## src/usbsi_defs.vh

```
// constants for the usb status and activity indicator block
`ifndef USBSI_DEFS_VH
`define USBSI_DEFS_VH

// register byte addresses
`define USBSI_ADDR_PRI_CFG     8'h00
`define USBSI_ADDR_SEC_CFG     8'h04
`define USBSI_ADDR_PIN_SEL     8'h08
`define USBSI_ADDR_CTRL        8'h0C
`define USBSI_ADDR_STATUS      8'h10
`define USBSI_ADDR_MAXPWR      8'h14

// condition pin config fields: [0] bus reset, [1] suspend, [2] power unsafe, [3] active low
`define USBSI_CFG_RST_BIT      0
`define USBSI_CFG_SUSP_BIT     1
`define USBSI_CFG_PWR_BIT      2
`define USBSI_CFG_POL_BIT      3
`define USBSI_PRI_CFG_RESET    4'h2
`define USBSI_SEC_CFG_RESET    4'hA

// control register fields
`define USBSI_CTRL_SWRST_BIT   0
`define USBSI_CTRL_CONFIG_BIT  1

// max power threshold between low and high power devices
`define USBSI_MAXPWR_LOW_LIMIT 8'h32
`define USBSI_MAXPWR_RESET     8'h32

// timing
`define USBSI_CLK_MHZ          250
`define USBSI_CORE_MHZ         48
`define USBSI_IND_HZ           10
`define USBSI_IDLE_SUSP_US     3000
`define USBSI_RST_MIN_NS       15000
`define USBSI_RSTOUT_CYC       16

`endif

```

## src/usbsi_top.v

```verilog
// usb status outputs, activity indicators, reset pin and pull-up control
//
// Implementation choices: the register addresses and the AXI4-Lite slave port.
`include "usbsi_defs.vh"

module usbsi_top #(
    parameter IDLE_SUSP_CYC = `USBSI_IDLE_SUSP_US * `USBSI_CLK_MHZ,
    parameter IND_HALF_CYC  = `USBSI_CLK_MHZ * 1000000 / (2 * `USBSI_IND_HZ),
    parameter RST_MIN_CYC   = (`USBSI_RST_MIN_NS * `USBSI_CLK_MHZ + 999) / 1000
) (
    input  wire        clk_sys,
    input  wire        resetn,
    // axi4-lite slave
    input  wire [7:0]  s_axi_awaddr,
    input  wire        s_axi_awvalid,
    output wire        s_axi_awready,
    input  wire [31:0] s_axi_wdata,
    input  wire [3:0]  s_axi_wstrb,
    input  wire        s_axi_wvalid,
    output wire        s_axi_wready,
    output wire [1:0]  s_axi_bresp,
    output wire        s_axi_bvalid,
    input  wire        s_axi_bready,
    input  wire [7:0]  s_axi_araddr,
    input  wire        s_axi_arvalid,
    output wire        s_axi_arready,
    output reg  [31:0] s_axi_rdata,
    output wire [1:0]  s_axi_rresp,
    output wire        s_axi_rvalid,
    input  wire        s_axi_rready,
    // usb side status from the protocol engine
    input  wire        usb_bus_reset,
    input  wire        usb_line_activity,
    input  wire        usb_configured,
    input  wire        bus_power_detect_in,
    output wire        dp_pullup_en,
    output wire        usb_suspended,
    output wire        usb_condition_out_primary,
    output wire        usb_condition_out_secondary,
    // uart activity
    input  wire        uart_tx_busy,
    input  wire        uart_rx_busy,
    // multifunction pins
    input  wire        tx_activity_indicator_a_in,
    output wire        tx_activity_indicator_a_out,
    output wire        tx_activity_indicator_a_oe,
    output wire        tx_activity_indicator_a_pullup,
    input  wire        rx_activity_indicator_a_in,
    output wire        rx_activity_indicator_a_out,
    output wire        rx_activity_indicator_a_oe,
    output wire        rx_activity_indicator_a_pullup,
    // open-drain reset pin
    input  wire        reset_pin_in,
    output wire        reset_pin_out,
    output wire        reset_pin_oe,
    output wire        core_reset
);

    localparam [31:0] IDLE_W = IDLE_SUSP_CYC;
    localparam [31:0] HALF_W = IND_HALF_CYC;
    localparam [31:0] RMIN_W = RST_MIN_CYC;
    localparam [7:0]  RST_OUT_CYC = `USBSI_RSTOUT_CYC;
    // core rate kept for reference only; the idle, indicator and pin-filter counts above derive from the 250 MHz fabric clock, which stands in for the 48 MHz core
    localparam [7:0]  CORE_MHZ = `USBSI_CORE_MHZ;

    // register state
    reg  [3:0]  pri_cfg_q;
    reg  [3:0]  sec_cfg_q;
    reg  [1:0]  pin_sel_q;
    reg         cfg_done_q;
    reg  [7:0]  maxpwr_q;
    reg         swrst_q;

    // axi channel state
    reg         aw_full_q;
    reg  [7:0]  aw_addr_q;
    reg         w_full_q;
    reg  [31:0] w_data_q;
    reg  [3:0]  w_strb_q;
    reg         bvalid_q;
    reg         bresp_err_q;
    reg         rvalid_q;
    reg         rresp_err_q;

    // status machinery
    reg  [31:0] idle_cnt_q;
    reg         susp_q;
    reg  [31:0] tx_cnt_q;
    reg  [31:0] rx_cnt_q;
    reg         tx_lvl_q;
    reg         rx_lvl_q;
    reg         rst_s1_q;
    reg         rst_s2_q;
    reg  [31:0] rst_lo_cnt_q;
    reg         ext_rst_q;
    reg  [7:0]  rst_out_cnt_q;
    reg         bus_rst_q;

    // selected conditions and polarity for one status output
    function cond_drive;
        input [3:0] cfg;
        input       brst;
        input       susp;
        input       unsafe;
        reg         hit;
        begin
            hit = (cfg[`USBSI_CFG_RST_BIT] & brst) |
                  (cfg[`USBSI_CFG_SUSP_BIT] & susp) |
                  (cfg[`USBSI_CFG_PWR_BIT] & unsafe);
            cond_drive = hit ^ cfg[`USBSI_CFG_POL_BIT];
        end
    endfunction

    // byte-lane merge of a write into a narrow register
    function [31:0] lane_merge;
        input [31:0] old;
        input [31:0] data;
        input [3:0]  strb;
        integer      i;
        begin
            lane_merge = old;
            for (i = 0; i < 4; i = i + 1) begin
                if (strb[i]) begin
                    lane_merge[i*8 +: 8] = data[i*8 +: 8];
                end
            end
        end
    endfunction

    wire        high_power;
    wire        pwr_unsafe;
    wire        wr_fire = aw_full_q & w_full_q & ~bvalid_q;
    wire        rd_fire = s_axi_arvalid & ~rvalid_q;
    wire [31:0] pri_m   = lane_merge({28'h0000000, pri_cfg_q}, w_data_q, w_strb_q);
    wire [31:0] sec_m   = lane_merge({28'h0000000, sec_cfg_q}, w_data_q, w_strb_q);
    wire [31:0] sel_m   = lane_merge({30'h0000000, pin_sel_q}, w_data_q, w_strb_q);
    wire [31:0] ctl_m   = lane_merge({30'h0000000, cfg_done_q, 1'b0}, w_data_q, w_strb_q);
    wire [31:0] pwr_m   = lane_merge({24'h000000, maxpwr_q}, w_data_q, w_strb_q);

    // hold address and data apart so either may arrive first
    assign s_axi_awready = ~aw_full_q;
    assign s_axi_wready  = ~w_full_q;
    assign s_axi_bvalid  = bvalid_q;
    assign s_axi_bresp   = bresp_err_q ? 2'h2 : 2'h0;
    assign s_axi_arready = ~rvalid_q;
    assign s_axi_rvalid  = rvalid_q;
    assign s_axi_rresp   = rresp_err_q ? 2'h2 : 2'h0;

    // internal reset sources: software pulse, bus reset, filtered pin reset
    wire int_rst = swrst_q | bus_rst_q | ext_rst_q;
    assign core_reset = int_rst | (rst_out_cnt_q != 8'h00);

    // write channel and register updates
    always @(posedge clk_sys or negedge resetn) begin
        if (!resetn) begin
            aw_full_q   <= 1'b0;
            aw_addr_q   <= 8'h00;
            w_full_q    <= 1'b0;
            w_data_q    <= 32'h00000000;
            w_strb_q    <= 4'h0;
            bvalid_q    <= 1'b0;
            bresp_err_q <= 1'b0;
            pri_cfg_q   <= `USBSI_PRI_CFG_RESET;
            sec_cfg_q   <= `USBSI_SEC_CFG_RESET;
            pin_sel_q   <= 2'h0;
            cfg_done_q  <= 1'b0;
            maxpwr_q    <= `USBSI_MAXPWR_RESET;
            swrst_q     <= 1'b0;
        end else begin
            swrst_q <= 1'b0;
            if (s_axi_awvalid && !aw_full_q) begin
                aw_full_q <= 1'b1;
                aw_addr_q <= s_axi_awaddr;
            end
            if (s_axi_wvalid && !w_full_q) begin
                w_full_q <= 1'b1;
                w_data_q <= s_axi_wdata;
                w_strb_q <= s_axi_wstrb;
            end
            if (wr_fire) begin
                aw_full_q   <= 1'b0;
                w_full_q    <= 1'b0;
                bvalid_q    <= 1'b1;
                bresp_err_q <= 1'b0;
                case (aw_addr_q)
                    `USBSI_ADDR_PRI_CFG: pri_cfg_q <= pri_m[3:0];
                    `USBSI_ADDR_SEC_CFG: sec_cfg_q <= sec_m[3:0];
                    `USBSI_ADDR_PIN_SEL: pin_sel_q <= sel_m[1:0];
                    `USBSI_ADDR_CTRL: begin
                        cfg_done_q <= ctl_m[`USBSI_CTRL_CONFIG_BIT];
                        swrst_q    <= ctl_m[`USBSI_CTRL_SWRST_BIT];
                    end
                    `USBSI_ADDR_MAXPWR: maxpwr_q <= pwr_m[7:0];
                    `USBSI_ADDR_STATUS: bresp_err_q <= 1'b0;
                    default: bresp_err_q <= 1'b1;
                endcase
            end else if (bvalid_q && s_axi_bready) begin
                bvalid_q <= 1'b0;
            end
            // a bus reset drops the configured state, as enumeration starts again
            if (usb_bus_reset) begin
                cfg_done_q <= 1'b0;
            end
        end
    end

    // read channel: one cycle from address to data
    always @(posedge clk_sys or negedge resetn) begin
        if (!resetn) begin
            rvalid_q    <= 1'b0;
            rresp_err_q <= 1'b0;
            s_axi_rdata <= 32'h00000000;
        end else if (rd_fire) begin
            rvalid_q    <= 1'b1;
            rresp_err_q <= 1'b0;
            case (s_axi_araddr)
                `USBSI_ADDR_PRI_CFG: s_axi_rdata <= {28'h0000000, pri_cfg_q};
                `USBSI_ADDR_SEC_CFG: s_axi_rdata <= {28'h0000000, sec_cfg_q};
                `USBSI_ADDR_PIN_SEL: s_axi_rdata <= {30'h0000000, pin_sel_q};
                `USBSI_ADDR_CTRL:    s_axi_rdata <= {30'h0000000, cfg_done_q, 1'b0};
                `USBSI_ADDR_STATUS:  s_axi_rdata <= {26'h000000, bus_power_detect_in, pwr_unsafe,
                                                     susp_q, bus_rst_q, rx_lvl_q, tx_lvl_q};
                `USBSI_ADDR_MAXPWR:  s_axi_rdata <= {24'h000000, maxpwr_q};
                default: begin
                    s_axi_rdata <= 32'h00000000;
                    rresp_err_q <= 1'b1;
                end
            endcase
        end else if (rvalid_q && s_axi_rready) begin
            rvalid_q <= 1'b0;
        end
    end

    // suspend detect: quiet bus for the idle time
    always @(posedge clk_sys or negedge resetn) begin
        if (!resetn) begin
            idle_cnt_q <= 32'h00000000;
            susp_q     <= 1'b0;
            bus_rst_q  <= 1'b0;
        end else begin
            bus_rst_q <= usb_bus_reset;
            if (usb_line_activity || usb_bus_reset || !bus_power_detect_in) begin
                idle_cnt_q <= 32'h00000000;
                susp_q     <= 1'b0;
            end else if (idle_cnt_q >= IDLE_W - 32'h00000001) begin
                susp_q <= 1'b1;
            end else begin
                idle_cnt_q <= idle_cnt_q + 32'h00000001;
            end
        end
    end

    // power-unsafe: same answer whether max power is low or high class
    assign high_power = maxpwr_q > `USBSI_MAXPWR_LOW_LIMIT;
    assign pwr_unsafe = high_power ? (susp_q | ~cfg_done_q) : (susp_q | ~cfg_done_q);

    assign usb_suspended = susp_q;
    assign usb_condition_out_primary   = cond_drive(pri_cfg_q, bus_rst_q, susp_q, pwr_unsafe);
    assign usb_condition_out_secondary = cond_drive(sec_cfg_q, bus_rst_q, susp_q, pwr_unsafe);
    assign dp_pullup_en = bus_power_detect_in;

    // activity toggles; counters clear and level holds once idle
    always @(posedge clk_sys or negedge resetn) begin
        if (!resetn) begin
            tx_cnt_q <= 32'h00000000;
            rx_cnt_q <= 32'h00000000;
            tx_lvl_q <= 1'b1;
            rx_lvl_q <= 1'b1;
        end else begin
            if (!uart_tx_busy) begin
                tx_cnt_q <= 32'h00000000;
            end else if (tx_cnt_q >= HALF_W - 32'h00000001) begin
                tx_cnt_q <= 32'h00000000;
                tx_lvl_q <= ~tx_lvl_q;
            end else begin
                tx_cnt_q <= tx_cnt_q + 32'h00000001;
            end
            if (!uart_rx_busy) begin
                rx_cnt_q <= 32'h00000000;
            end else if (rx_cnt_q >= HALF_W - 32'h00000001) begin
                rx_cnt_q <= 32'h00000000;
                rx_lvl_q <= ~rx_lvl_q;
            end else begin
                rx_cnt_q <= rx_cnt_q + 32'h00000001;
            end
        end
    end

    // pins stay gpio inputs with pull-up until the indicator function is chosen
    assign tx_activity_indicator_a_out    = tx_lvl_q;
    assign tx_activity_indicator_a_oe     = pin_sel_q[0];
    assign tx_activity_indicator_a_pullup = ~pin_sel_q[0];
    assign rx_activity_indicator_a_out    = rx_lvl_q;
    assign rx_activity_indicator_a_oe     = pin_sel_q[1];
    assign rx_activity_indicator_a_pullup = ~pin_sel_q[1];

    // reset pin filter; our own drive is masked so we never retrigger on ourselves
    always @(posedge clk_sys or negedge resetn) begin
        if (!resetn) begin
            rst_s1_q      <= 1'b1;
            rst_s2_q      <= 1'b1;
            rst_lo_cnt_q  <= 32'h00000000;
            ext_rst_q     <= 1'b0;
            rst_out_cnt_q <= RST_OUT_CYC;
        end else begin
            rst_s1_q  <= reset_pin_in;
            rst_s2_q  <= rst_s1_q;
            ext_rst_q <= 1'b0;
            if (rst_s2_q || reset_pin_oe) begin
                rst_lo_cnt_q <= 32'h00000000;
            end else if (rst_lo_cnt_q == RMIN_W - 32'h00000001) begin
                rst_lo_cnt_q <= rst_lo_cnt_q + 32'h00000001;
                ext_rst_q    <= 1'b1;
            end else if (rst_lo_cnt_q < RMIN_W) begin
                rst_lo_cnt_q <= rst_lo_cnt_q + 32'h00000001;
            end
            if (swrst_q || bus_rst_q) begin
                rst_out_cnt_q <= RST_OUT_CYC;
            end else if (rst_out_cnt_q != 8'h00) begin
                rst_out_cnt_q <= rst_out_cnt_q - 8'h01;
            end
        end
    end

    // open drain: only ever drive low
    assign reset_pin_out = 1'b0;
    assign reset_pin_oe  = (rst_out_cnt_q != 8'h00);

endmodule // usbsi_top
```

## config.mk

```make
export PLATFORM = sky130hd
export DESIGN_NAME = usbsi_top
export DESIGN_NICKNAME = d
export VERILOG_FILES = /design/src/usbsi_top.v
export VERILOG_INCLUDE_DIRS = /design/src
export SDC_FILE = /design/constraint.sdc
export NUM_CORES = 1
export LEC_CHECK = 0
export BUFFER_PORTS_ARGS = -buffer_cell sky130_fd_sc_hd__buf_4
export CAP_MARGIN = 25
export CORE_MARGIN = 10
export CORE_UTILIZATION = 25
export DETAILED_ROUTE_END_ITERATION = 10
export MAX_ROUTING_LAYER = met4
export PLACE_DENSITY = 0.49
export SYNTH_ARGS = -nofsm -noshare
export SYNTH_HDL_FRONTEND = slang
export SYNTH_SLANG_ARGS = --single-unit
```

## constraint.sdc

```tcl
create_clock -name clk_sys -period 6.19 [get_ports clk_sys]
set_input_delay 0.9285 -clock clk_sys [delete_from_list [all_inputs] [get_ports clk_sys]]
set_output_delay 0.9285 -clock clk_sys [all_outputs]
set_load 0.05 [all_outputs]
```

==> results by group, run 1 <==
Status
  • Result of the run: completed

Placement
  • Dpl hpwl: 13.1 mm
  • Placed cell count: 1324
  • Port-buffer cells: 64
  • Global placer's final weighted congestion: 0.754

Critical path
  • Internal reg-to-reg setup slack: 3.61 ns
  • R2R depth: 6
  • Chain of cells forming the critical path: nor4_2, nand4_1, or3_1, buf_4
  • Signal arrival time at the worst endpoint: 2.46 ns
  • Worst setup SP type: flip-flop
  • Critical-path maximum fanout: 8
  • Delay contributed by the slowest stage of the critical path: 0.56 ns
  • Standard cell with the maximum stage delay on the critical path: nor4_2
  • Worst r2r src: idle_cnt_q[0]
  • Element type at the critical path end: primary output
  • Worst Path Required: 5.26 ns
  • Worst Path Class, Setup: flip-flop to primary output
  • End of the worst register-to-register path: idle_cnt_q[26]

GRT
  • Wire length of the first global-routing pass: 32.0 mm
  • Initial antenna violation count: 0
  • GR Util All Layers: 9.09%
  • Total grt overflow: 0
  • Vias in the first global route: 6001
  • Maximum number of pins on one net before global-route repair: 80

Min path
  • Worst-case hold path end point: rst_s2_q
  • Type of the tightest min-delay check: flip-flop to flip-flop
  • Hold Crit Start: rst_s1_q
  • Number of cells on the worst hold path: 0

Detailed routing
  • Number of optimization iterations in the first detailed-route pass: 4
  • Antenna viol nets, final: 0
  • Vias after detailed routing: 5964
  • DRC errors left: 0
  • Total wirelength of the detailed-routed design: 19.0 mm
  • Initial DRC count: 345
  • Final routed wire length divided by cell count: 14.0 um
  • Mean number of vias per cell: 4.40

Layout
  • Filler-free cell count of the finished design: 1356
  • Area growth syn-to-layout: 17.3%
  • Layout net count: 962
  • Fraction of layout instances using a drive strength above 1: 18.4%
  • Register Area: 4870 um^2
  • Filler cell count: 3611
  • N_diodes: 0
  • Area occupied by multi-input gates: 3710 um^2

STA
  • Worst-Margin Slew: 0.970 ns
  • Share of the clock period used by the worst path: 54.8%
  • Worst max-slew margin expressed relative to the limit: 35.2%
  • Post-layout min period: 3.39 ns
  • Slew Limit Fails: 0
  • Setup TNS: 0 ns
  • Final setup viols: 0
  • Highest achievable clock rate: 0.295 GHz
  • RSZ-0062 raised after global routing: false
  • Final Hold Fails: 0
  • Fin Clk Skew: 0.0142 ns

Clocking
  • Number of levels in the clock H-tree: 4
  • Sink count of the clock tree: 194
  • Post-CTS Setup Bufs: 0
  • Insertion delay to the later sink of the worst-skew pair: 0.44 ns
  • Clk slew on worst S/H paths: 0.07 ns
  • Clock Root Buffer: clkbuf_16
  • TritonCTS clock tree: done
  • Number of buffers between clock root and the deepest sink: 2
  • # hold bufs at CTS: 0
  • Total CTS buffers: 17
  • Post-cts repair resize count: 0

Floorplan
  • Floorplan die area: 43200 um^2
  • Row count: 68
  • Io pins: 122
  • Area of the core: 34700 um^2
  • Die width: 208 um
  • Vertical extent of the die: 208 um
  • Starting density of the core: 25.4%

Logic synthesis
  • Sequential share of the synthesized area: 55.2%
  • EDFF count, synth: 0
  • Synthesis-stage register bit count: 194
  • Fraction of synthesis flops using an asynchronous set or reset pin: 100%
  • Syn avg cell area: 10.9 um^2
  • Count of mapped cells out of synthesis: 813
  • Post-synthesis cell area: 8820 um^2
  • Yosys warnings: 0
  • Leading register cell type out of synthesis: dfrtp_1
  • Netlist cell types: 67

Pwr
  • Power density normalized to cell area: 305 nW/um^2
  • Maximum vdd drop: 0.000190 V
  • LEAKAGE: 4.46 nW

Job
  • Number of maximum-capacitance constraint violations: 0
## power breakdown
part           switching (mW)  total [mW]  internal (mW)  leakage (nW)
clock network           0.491        1.12          0.630         0.287
logic                   0.321       0.523          0.202          1.60
registers               0.116        1.52           1.40          2.57
## cells in the mapped netlist (all sizes together) (14+ instances only)
cell type / n / area share, %
and2: 23 / 1.6
xnor2: 28 / 2.8
nor3: 14 / 0.79
nor2: 87 / 3.8
xor2: 27 / 2.7
mux2: 35 / 4.5
nand4: 25 / 1.8
nor4: 18 / 1.4
clkbuf: 23 / 0.98
nand2: 53 / 2.3
dfrtp: 183 / 52
nand3: 44 / 2.6
buf: 32 / 2.7
inv: 22 / 0.94
o21ai: 22 / 1.2
a21oi: 26 / 1.5
and3: 24 / 1.7
## final cells by class
class                           instances  share of cell area [%]
Timing Repair Buffer                   69                    5.06
Clock inverter                         11                    1.22
Clock buffer                           21                    4.54
Multi-Input combinational cell        584                    35.8
Inverter                               22                   0.798
Tap cell                              455                    5.50
Sequential cell                       194                    47.0
## registers in the layout (all words and copies together) (netlist names), 2 cells and up
signal	count
s_axi_rdata	8
rx_cnt_q	32
pin_sel_q	2
maxpwr_q	8
pri_cfg_q	4
w_data_q	8
idle_cnt_q	32
tx_cnt_q	32
sec_cfg_q	4
rst_out_cnt_q	8
aw_addr_q	8
rst_lo_cnt_q	32
## how the worst max path moves through the flow
| stage | startpoint | endpoint | slack [ns] | cells after the start |
|---|---|---|---|---|
| after floorplan | rst_out_cnt_q[2] | core_reset | 2.86 | 3 |
| after global placement | rst_out_cnt_q[2] | core_reset | 3.25 | 4 |
| after detailed placement | rst_out_cnt_q[2] | core_reset | 3.22 | 4 |
| after CTS | rst_out_cnt_q[2] | core_reset | 2.75 | 4 |
| after global routing | rst_out_cnt_q[2] | core_reset | 2.58 | 4 |
| final | rst_out_cnt_q[2] | core_reset | 2.80 | 4 |
## placed cells by master, fill, tap and decap left out, types with 25 or more instances in the layout
master   instances
nor2_1          86
nand3_1         43
xor2_1          27
dfrtp_1        183
buf_4           68
conb_1          43
xnor2_1         28
a21oi_1         26
nand2_1         53
nand4_1         25
mux2_2          35
## kinds of logic (layout without fill, tap and decap cells)
group | Yosys count | after routing | synth area share [%]
flops | 194 | 194 | 55.2
compound gates | 95 | 95 | 7.67
buf+inv | 77 | 123 | 4.57
other cells | 1 | 43 | 0.0425
mux | 41 | 41 | 5.57
simple gates | 344 | 344 | 20.7
fa+ha+maj | 6 | 6 | 0.851
xor+xnor | 55 | 55 | 5.46
## metal layers
layer  GRT usage (%)  share of wire [%]  wire length (um)
met1            11.8                 49              9380
met2            13.4                 45              8480
met3            2.90                4.6               866
met4            2.52                1.3               237
met5               -                  0                 0
## worst max-delay path, delay by kind of cell, from the launching register on
| kind | cells | cell delay (ns) |
|---|---|---|
| DFF | 1 | 0.41 |
| buffers and inverters | 1 | 0.20 |
| and+or+nand+nor | 3 | 1.42 |
## per-stage QoR
stage	power, mW	instance area (um^2)	util (%)	setup slack, ns	hold slack [ns]
2_1_floorplan	1.90	8980	-	2.86	0.345
3_3_place_gp	2.07	9750	28.1	3.25	0.353
3_5_place_dp	2.07	9750	28.1	3.22	0.350
4_1_cts	3.21	10400	29.8	2.75	0.353
5_1_grt	3.32	10400	29.8	2.58	0.359
6_report	3.16	10400	29.8	2.80	0.354
No activity file was read; power rests on OpenSTA's default activity.
==> run 2, diff against run 1 <==
Clock period 6.19 ns to 3.2 ns, I/O delays scaled along.
==> results by group, run 2 (same netlist as run 1, synthesis figures left out) <==
Critical path
  • Standard cell with the maximum stage delay on the critical path: nor4_2
  • Chain of cells forming the critical path: nor4_2, nand4_1, or3_1, buf_4
  • Critical-path maximum fanout: 7
  • Delay contributed by the slowest stage of the critical path: 0.56 ns
  • Cell family with most CP delay: simple AND/OR/NAND/NOR gates
  • Element type at the critical path end: primary output
  • Bufs and invs on worst path: 1
  • Worst setup SP type: flip-flop
  • Worst Path Class, Setup: flip-flop to primary output
  • Worst Path Required: 2.72 ns
  • Signal arrival time at the worst endpoint: 2.18 ns

Clocking
  • Number of buffers between clock root and the deepest sink: 2
  • Post-CTS Setup Bufs: 0
  • Insertion delay to the later sink of the worst-skew pair: 0.44 ns
  • TritonCTS clock tree: done
  • Clock Root Buffer: clkbuf_16
  • Post-cts repair resize count: 0
  • Total CTS buffers: 17
  • Clk slew on worst S/H paths: 0.07 ns
  • Number of levels in the clock H-tree: 4
  • # hold bufs at CTS: 0
  • Sink count of the clock tree: 194

GRT
  • Routing layer with the top usage in global route: met2
  • GR Util All Layers: 9.08%
  • Initial antenna violation count: 0
  • Met3 Track Usage GR: 2.90%
  • Met2 capacity usage during global routing: 13.1%
  • Wire length of the first global-routing pass: 31.9 mm
  • Vias in the first global route: 6013
  • Total grt overflow: 0
  • Maximum number of pins on one net before global-route repair: 83
  • Met1 global-route usage: 11.8%

Detailed routing
  • Number of optimization iterations in the first detailed-route pass: 4
  • DRC errors left: 0
  • Antenna viol nets, final: 0
  • Initial DRC count: 458
  • Vias after detailed routing: 5986
  • Final routed wire length divided by cell count: 13.8 um
  • Total wirelength of the detailed-routed design: 18.8 mm
  • Mean number of vias per cell: 4.39

Placement
  • Port-buffer cells: 64
  • Placed cell count: 1332
  • Global placer's final weighted congestion: 0.751
  • Total placed instance area: 9840 um^2
  • Dpl hpwl: 13.2 mm

Layout
  • Area growth syn-to-layout: 18.0%
  • Layout Utilization: 30.0%
  • Most common library cell in the layout ignoring fill and taps: dfrtp_1
  • Filler-free cell count of the finished design: 1364
  • Fraction of layout instances using a drive strength above 1: 19.1%
  • Final design instance area without fill: 10400 um^2
  • Commonest cells after routing, fill and taps aside: 183 x dfrtp_1, 86 x nor2_1, 74 x buf_4
  • N_diodes: 0
  • Layout net count: 970

STA
  • Final setup viols: 0
  • Fin Clk Skew: 0.0111 ns
  • Setup TNS: 0 ns
  • Slew Limit Fails: 0
  • RSZ-0062 raised after global routing: false
  • Post-layout min period: 2.66 ns
  • Highest achievable clock rate: 0.376 GHz
  • Share of the clock period used by the worst path: 83.0%
  • Final-layout worst hold slack: 0.0839 ns
  • Worst max-slew margin expressed relative to the limit: 35.3%
  • Final Hold Fails: 0
  • Worst-Margin Slew: 0.971 ns

Floorplan
  • Starting density of the core: 25.4%
  • Die width: 208 um
  • Io pins: 122
  • Row count: 68
  • Vertical extent of the die: 208 um
  • Floorplan die area: 43200 um^2
  • Area of the core: 34700 um^2

Pwr
  • LEAKAGE: 4.50 nW
  • Maximum vdd drop: 0.000478 V
  • Power density normalized to cell area: 583 nW/um^2

Status
  • Result of the run: completed

Min path
  • Type of the tightest min-delay check: input port to async pin

Job
  • Number of maximum-capacitance constraint violations: 0
run 2: changes by cell type in the layout (fill, tap and decap cells not counted), sizes merged:
cell / previous run / this run
clkinvlp: 3 / 2
clkbuf: 22 / 19
bufinv: 2 / 1
buf: 68 / 76
inv: 24 / 30
clkinv: 4 / 3
run 2: routing by layer:
metal  wire length (um)  up-vias
met5                  0        -
li1                   -     2970
met2               8530       80
met4                215        0
met3               1030       14
met1               9060     2922
run 2: metrics by stage:
stage / setup WS (ns) / power [mW]
floorplan: 0.321 / 3.68
global placement: 0.872 / 4.01
detailed placement: 0.876 / 4.02
CTS: 0.491 / 6.18
global route: 0.386 / 6.39
finish: 0.544 / 6.07
run 2: cell type report:
cell class,instances,area (um^2)
Fill cell,3625,24300
Sequential cell,194,4870
Multi-Input combinational cell,584,3710
Timing Repair Buffer,77,609
Tap cell,455,569
Clock buffer,18,429
Clock inverter,14,143
Inverter,22,82.6
run 2: final timing paths:
kind / to / from / slack (ns) / depth (start not counted)
setup / recovery: core_reset / rst_out_cnt_q[2] / 0.54 / 4
hold / removal: w_full_q / resetn / 0.08 / 1
setup reg to reg: idle_cnt_q[18] / idle_cnt_q[0] / 0.86 / 6
hold reg to reg: rst_s2_q / rst_s1_q / 0.36 / 0
max in group asynchronous: rst_s1_q / resetn / 2.28 / 2
min in group clk_sys: rst_s1_q / reset_pin_in / 0.15 / 1
run 2: power breakdown:
group / internal [mW] / total [mW] / switching [mW]
Sequential: 2.71 / 2.93 / 0.226
Combinational: 0.405 / 1.03 / 0.620
Clock: 1.10 / 2.11 / 1.01
==> run 3, diff against run 2 <==
Settings changed: PLACE_DENSITY 0.49 to 0.51.
Clock period 3.2 ns to 2.4 ns, I/O delays scaled along.
==> results by group, run 3 (same netlist as run 1, synthesis figures left out) <==
Critical path
  • Chain of cells forming the critical path: nor4_4, nand4_1, or3_4, buf_4
  • Worst Path Class, Setup: flip-flop to primary output
  • Signal arrival time at the worst endpoint: 1.92 ns
  • Element type at the critical path end: primary output
  • Bufs and invs on worst path: 1
  • Cell family with most CP delay: simple AND/OR/NAND/NOR gates
  • Delay contributed by the slowest stage of the critical path: 0.44 ns
  • Worst Path Required: 2.04 ns
  • Worst setup SP type: flip-flop
  • Critical-path maximum fanout: 3
  • Standard cell with the maximum stage delay on the critical path: dfrtp_2

Placement
  • Worst setup slack before clock tree synthesis: 0.0862 ns
  • Dpl hpwl: 13.9 mm
  • Port-buffer cells: 64
  • Global placer's final weighted congestion: 0.748

Pwr
  • Clock network power share: 35.1%
  • Sequential share of power: 47.7%
  • LEAKAGE: 4.58 nW
  • Internal power: 5.61 mW
  • Proportion of power drawn by combinational gates: 17.2%
  • Total Power Consumption: 8.22 mW
  • Power spent charging and discharging nets: 2.61 mW
  • Maximum vdd drop: 0.000662 V
  • Switching share of power: 31.8%
  • Power density normalized to cell area: 778 nW/um^2

Floorplan
  • Die width: 208 um
  • Area of the core: 34700 um^2
  • Row count: 68
  • Starting density of the core: 25.4%
  • Io pins: 122
  • Vertical extent of the die: 208 um
  • Floorplan die area: 43200 um^2

STA
  • RSZ-0062 raised after global routing: false
  • Final Hold Fails: 0
  • Slew Limit Fails: 0
  • Final-layout worst hold slack: 0.0483 ns
  • Worst-Margin Slew: 0.687 ns
  • Highest achievable clock rate: 0.439 GHz
  • Post-layout min period: 2.28 ns
  • Fin worst setup slack: 0.123 ns
  • Worst max-slew margin expressed relative to the limit: 54.1%
  • Final setup viols: 0
  • Share of the clock period used by the worst path: 94.9%
  • Fin Clk Skew: 0.0102 ns

Min path
  • Type of the tightest min-delay check: input port to flip-flop

Detailed routing
  • Initial DRC count: 335
  • Number of optimization iterations in the first detailed-route pass: 4
  • Antenna viol nets, final: 0
  • Total wirelength of the detailed-routed design: 19.5 mm
  • DRC errors left: 0
  • Mean number of vias per cell: 4.37
  • Final routed wire length divided by cell count: 14.2 um
  • Vias after detailed routing: 6013

Clocking
  • Number of buffers between clock root and the deepest sink: 2
  • Number of levels in the clock H-tree: 4
  • Sink count of the clock tree: 194
  • Total CTS buffers: 17
  • Insertion delay to the later sink of the worst-skew pair: 0.44 ns
  • Clock Root Buffer: clkbuf_16
  • Clk slew on worst S/H paths: 0.07 ns
  • TritonCTS clock tree: done

Layout
  • Commonest cells after routing, fill and taps aside: 182 x dfrtp_1, 86 x nor2_1, 86 x buf_4
  • Fraction of layout instances using a drive strength above 1: 20.6%
  • Layout net count: 983
  • N_diodes: 0
  • Filler cell count: 3606
  • Most common library cell in the layout ignoring fill and taps: dfrtp_1
  • Area growth syn-to-layout: 19.8%

GRT
  • Vias in the first global route: 6122
  • Maximum number of pins on one net before global-route repair: 54
  • Initial antenna violation count: 0
  • Wire length of the first global-routing pass: 32.6 mm
  • Total grt overflow: 0
  • GR Util All Layers: 9.43%

Job
  • Number of maximum-capacitance constraint violations: 0

Status
  • Result of the run: completed
[run 3: changes by cell type in the layout (fill, tap and decap cells not counted), moves of 2 or more]
cell	change
inv_12	+2
buf_4	+12
clkinv_8	+3
inv_6	-2
clkinvlp_4	-2
[run 3: layout make-up]
cell class | instances | area [um^2] | share of cell area [%]
well taps | 455 | 569 | 5.39
flip-flops and latches | 194 | 4870 | 46.1
inverters | 22 | 82.6 | 0.782
clock inverters | 15 | 176 | 1.67
clock buffers | 17 | 425 | 4.03
repair buffers | 90 | 709 | 6.71
multi-input cells | 584 | 3730 | 35.3
[run 3: worst paths after layout]
check,slack [ns],end,startpoint,cells past startpoint
min in group asynchronous,0.44,aw_addr_q[7],resetn,2
max in group asynchronous,1.19,rx_activity_indicator_a_out,resetn,3
setup reg to reg,0.16,sec_cfg_q[2],aw_addr_q[0],5
hold / removal,0.05,rst_s1_q,reset_pin_in,1
setup / recovery,0.12,core_reset,rst_out_cnt_q[3],4
hold reg to reg,0.36,rst_s2_q,rst_s1_q,0
[run 3: metal layers]
| layer | up-vias | part of all wire [%] | global-route usage, % |
|---|---|---|---|
| met5 | - | 0 | - |
| met4 | 0 | 0.85 | 2.24 |
| met3 | 8 | 3.8 | 2.42 |
| met2 | 91 | 44 | 13.6 |
| met1 | 2919 | 51 | 12.9 |
| li1 | 2995 | - | - |
[run 3: repair_timing]
item | in CTS | in global routing
buffers inserted | 1 | 0
pin swaps | 1 | 1
hold buffers | 1 | 0
endpoints found under the hold margin | 43 | 0
resized for setup | 0 | 3
setup endpoints to repair | 1 | 4
[run 3: power by group through the flow]
stage / Sequential [mW] / Clock [mW] / Combinational (mW)
global placement: 3.98 / 0 / 1.41
floorplan: 3.99 / 0 / 0.936
global route: 3.98 / 3.14 / 1.55
finish: 3.92 / 2.88 / 1.41
detailed placement: 3.99 / 0 / 1.42
CTS: 3.92 / 2.98 / 1.44
[run 3: through the flow]
stage / area, um^2 / cells / util (%) / setup TNS (ns)
CTS: 10600 / 1377 / 30.4 / 0
global placement: 9940 / 1343 / 28.6 / 0
finish: 10600 / 1377 / 30.4 / 0
floorplan: 8990 / 855 / - / -0.162
detailed placement: 9940 / 1343 / 28.6 / 0
global route: 10600 / 1377 / 30.4 / 0
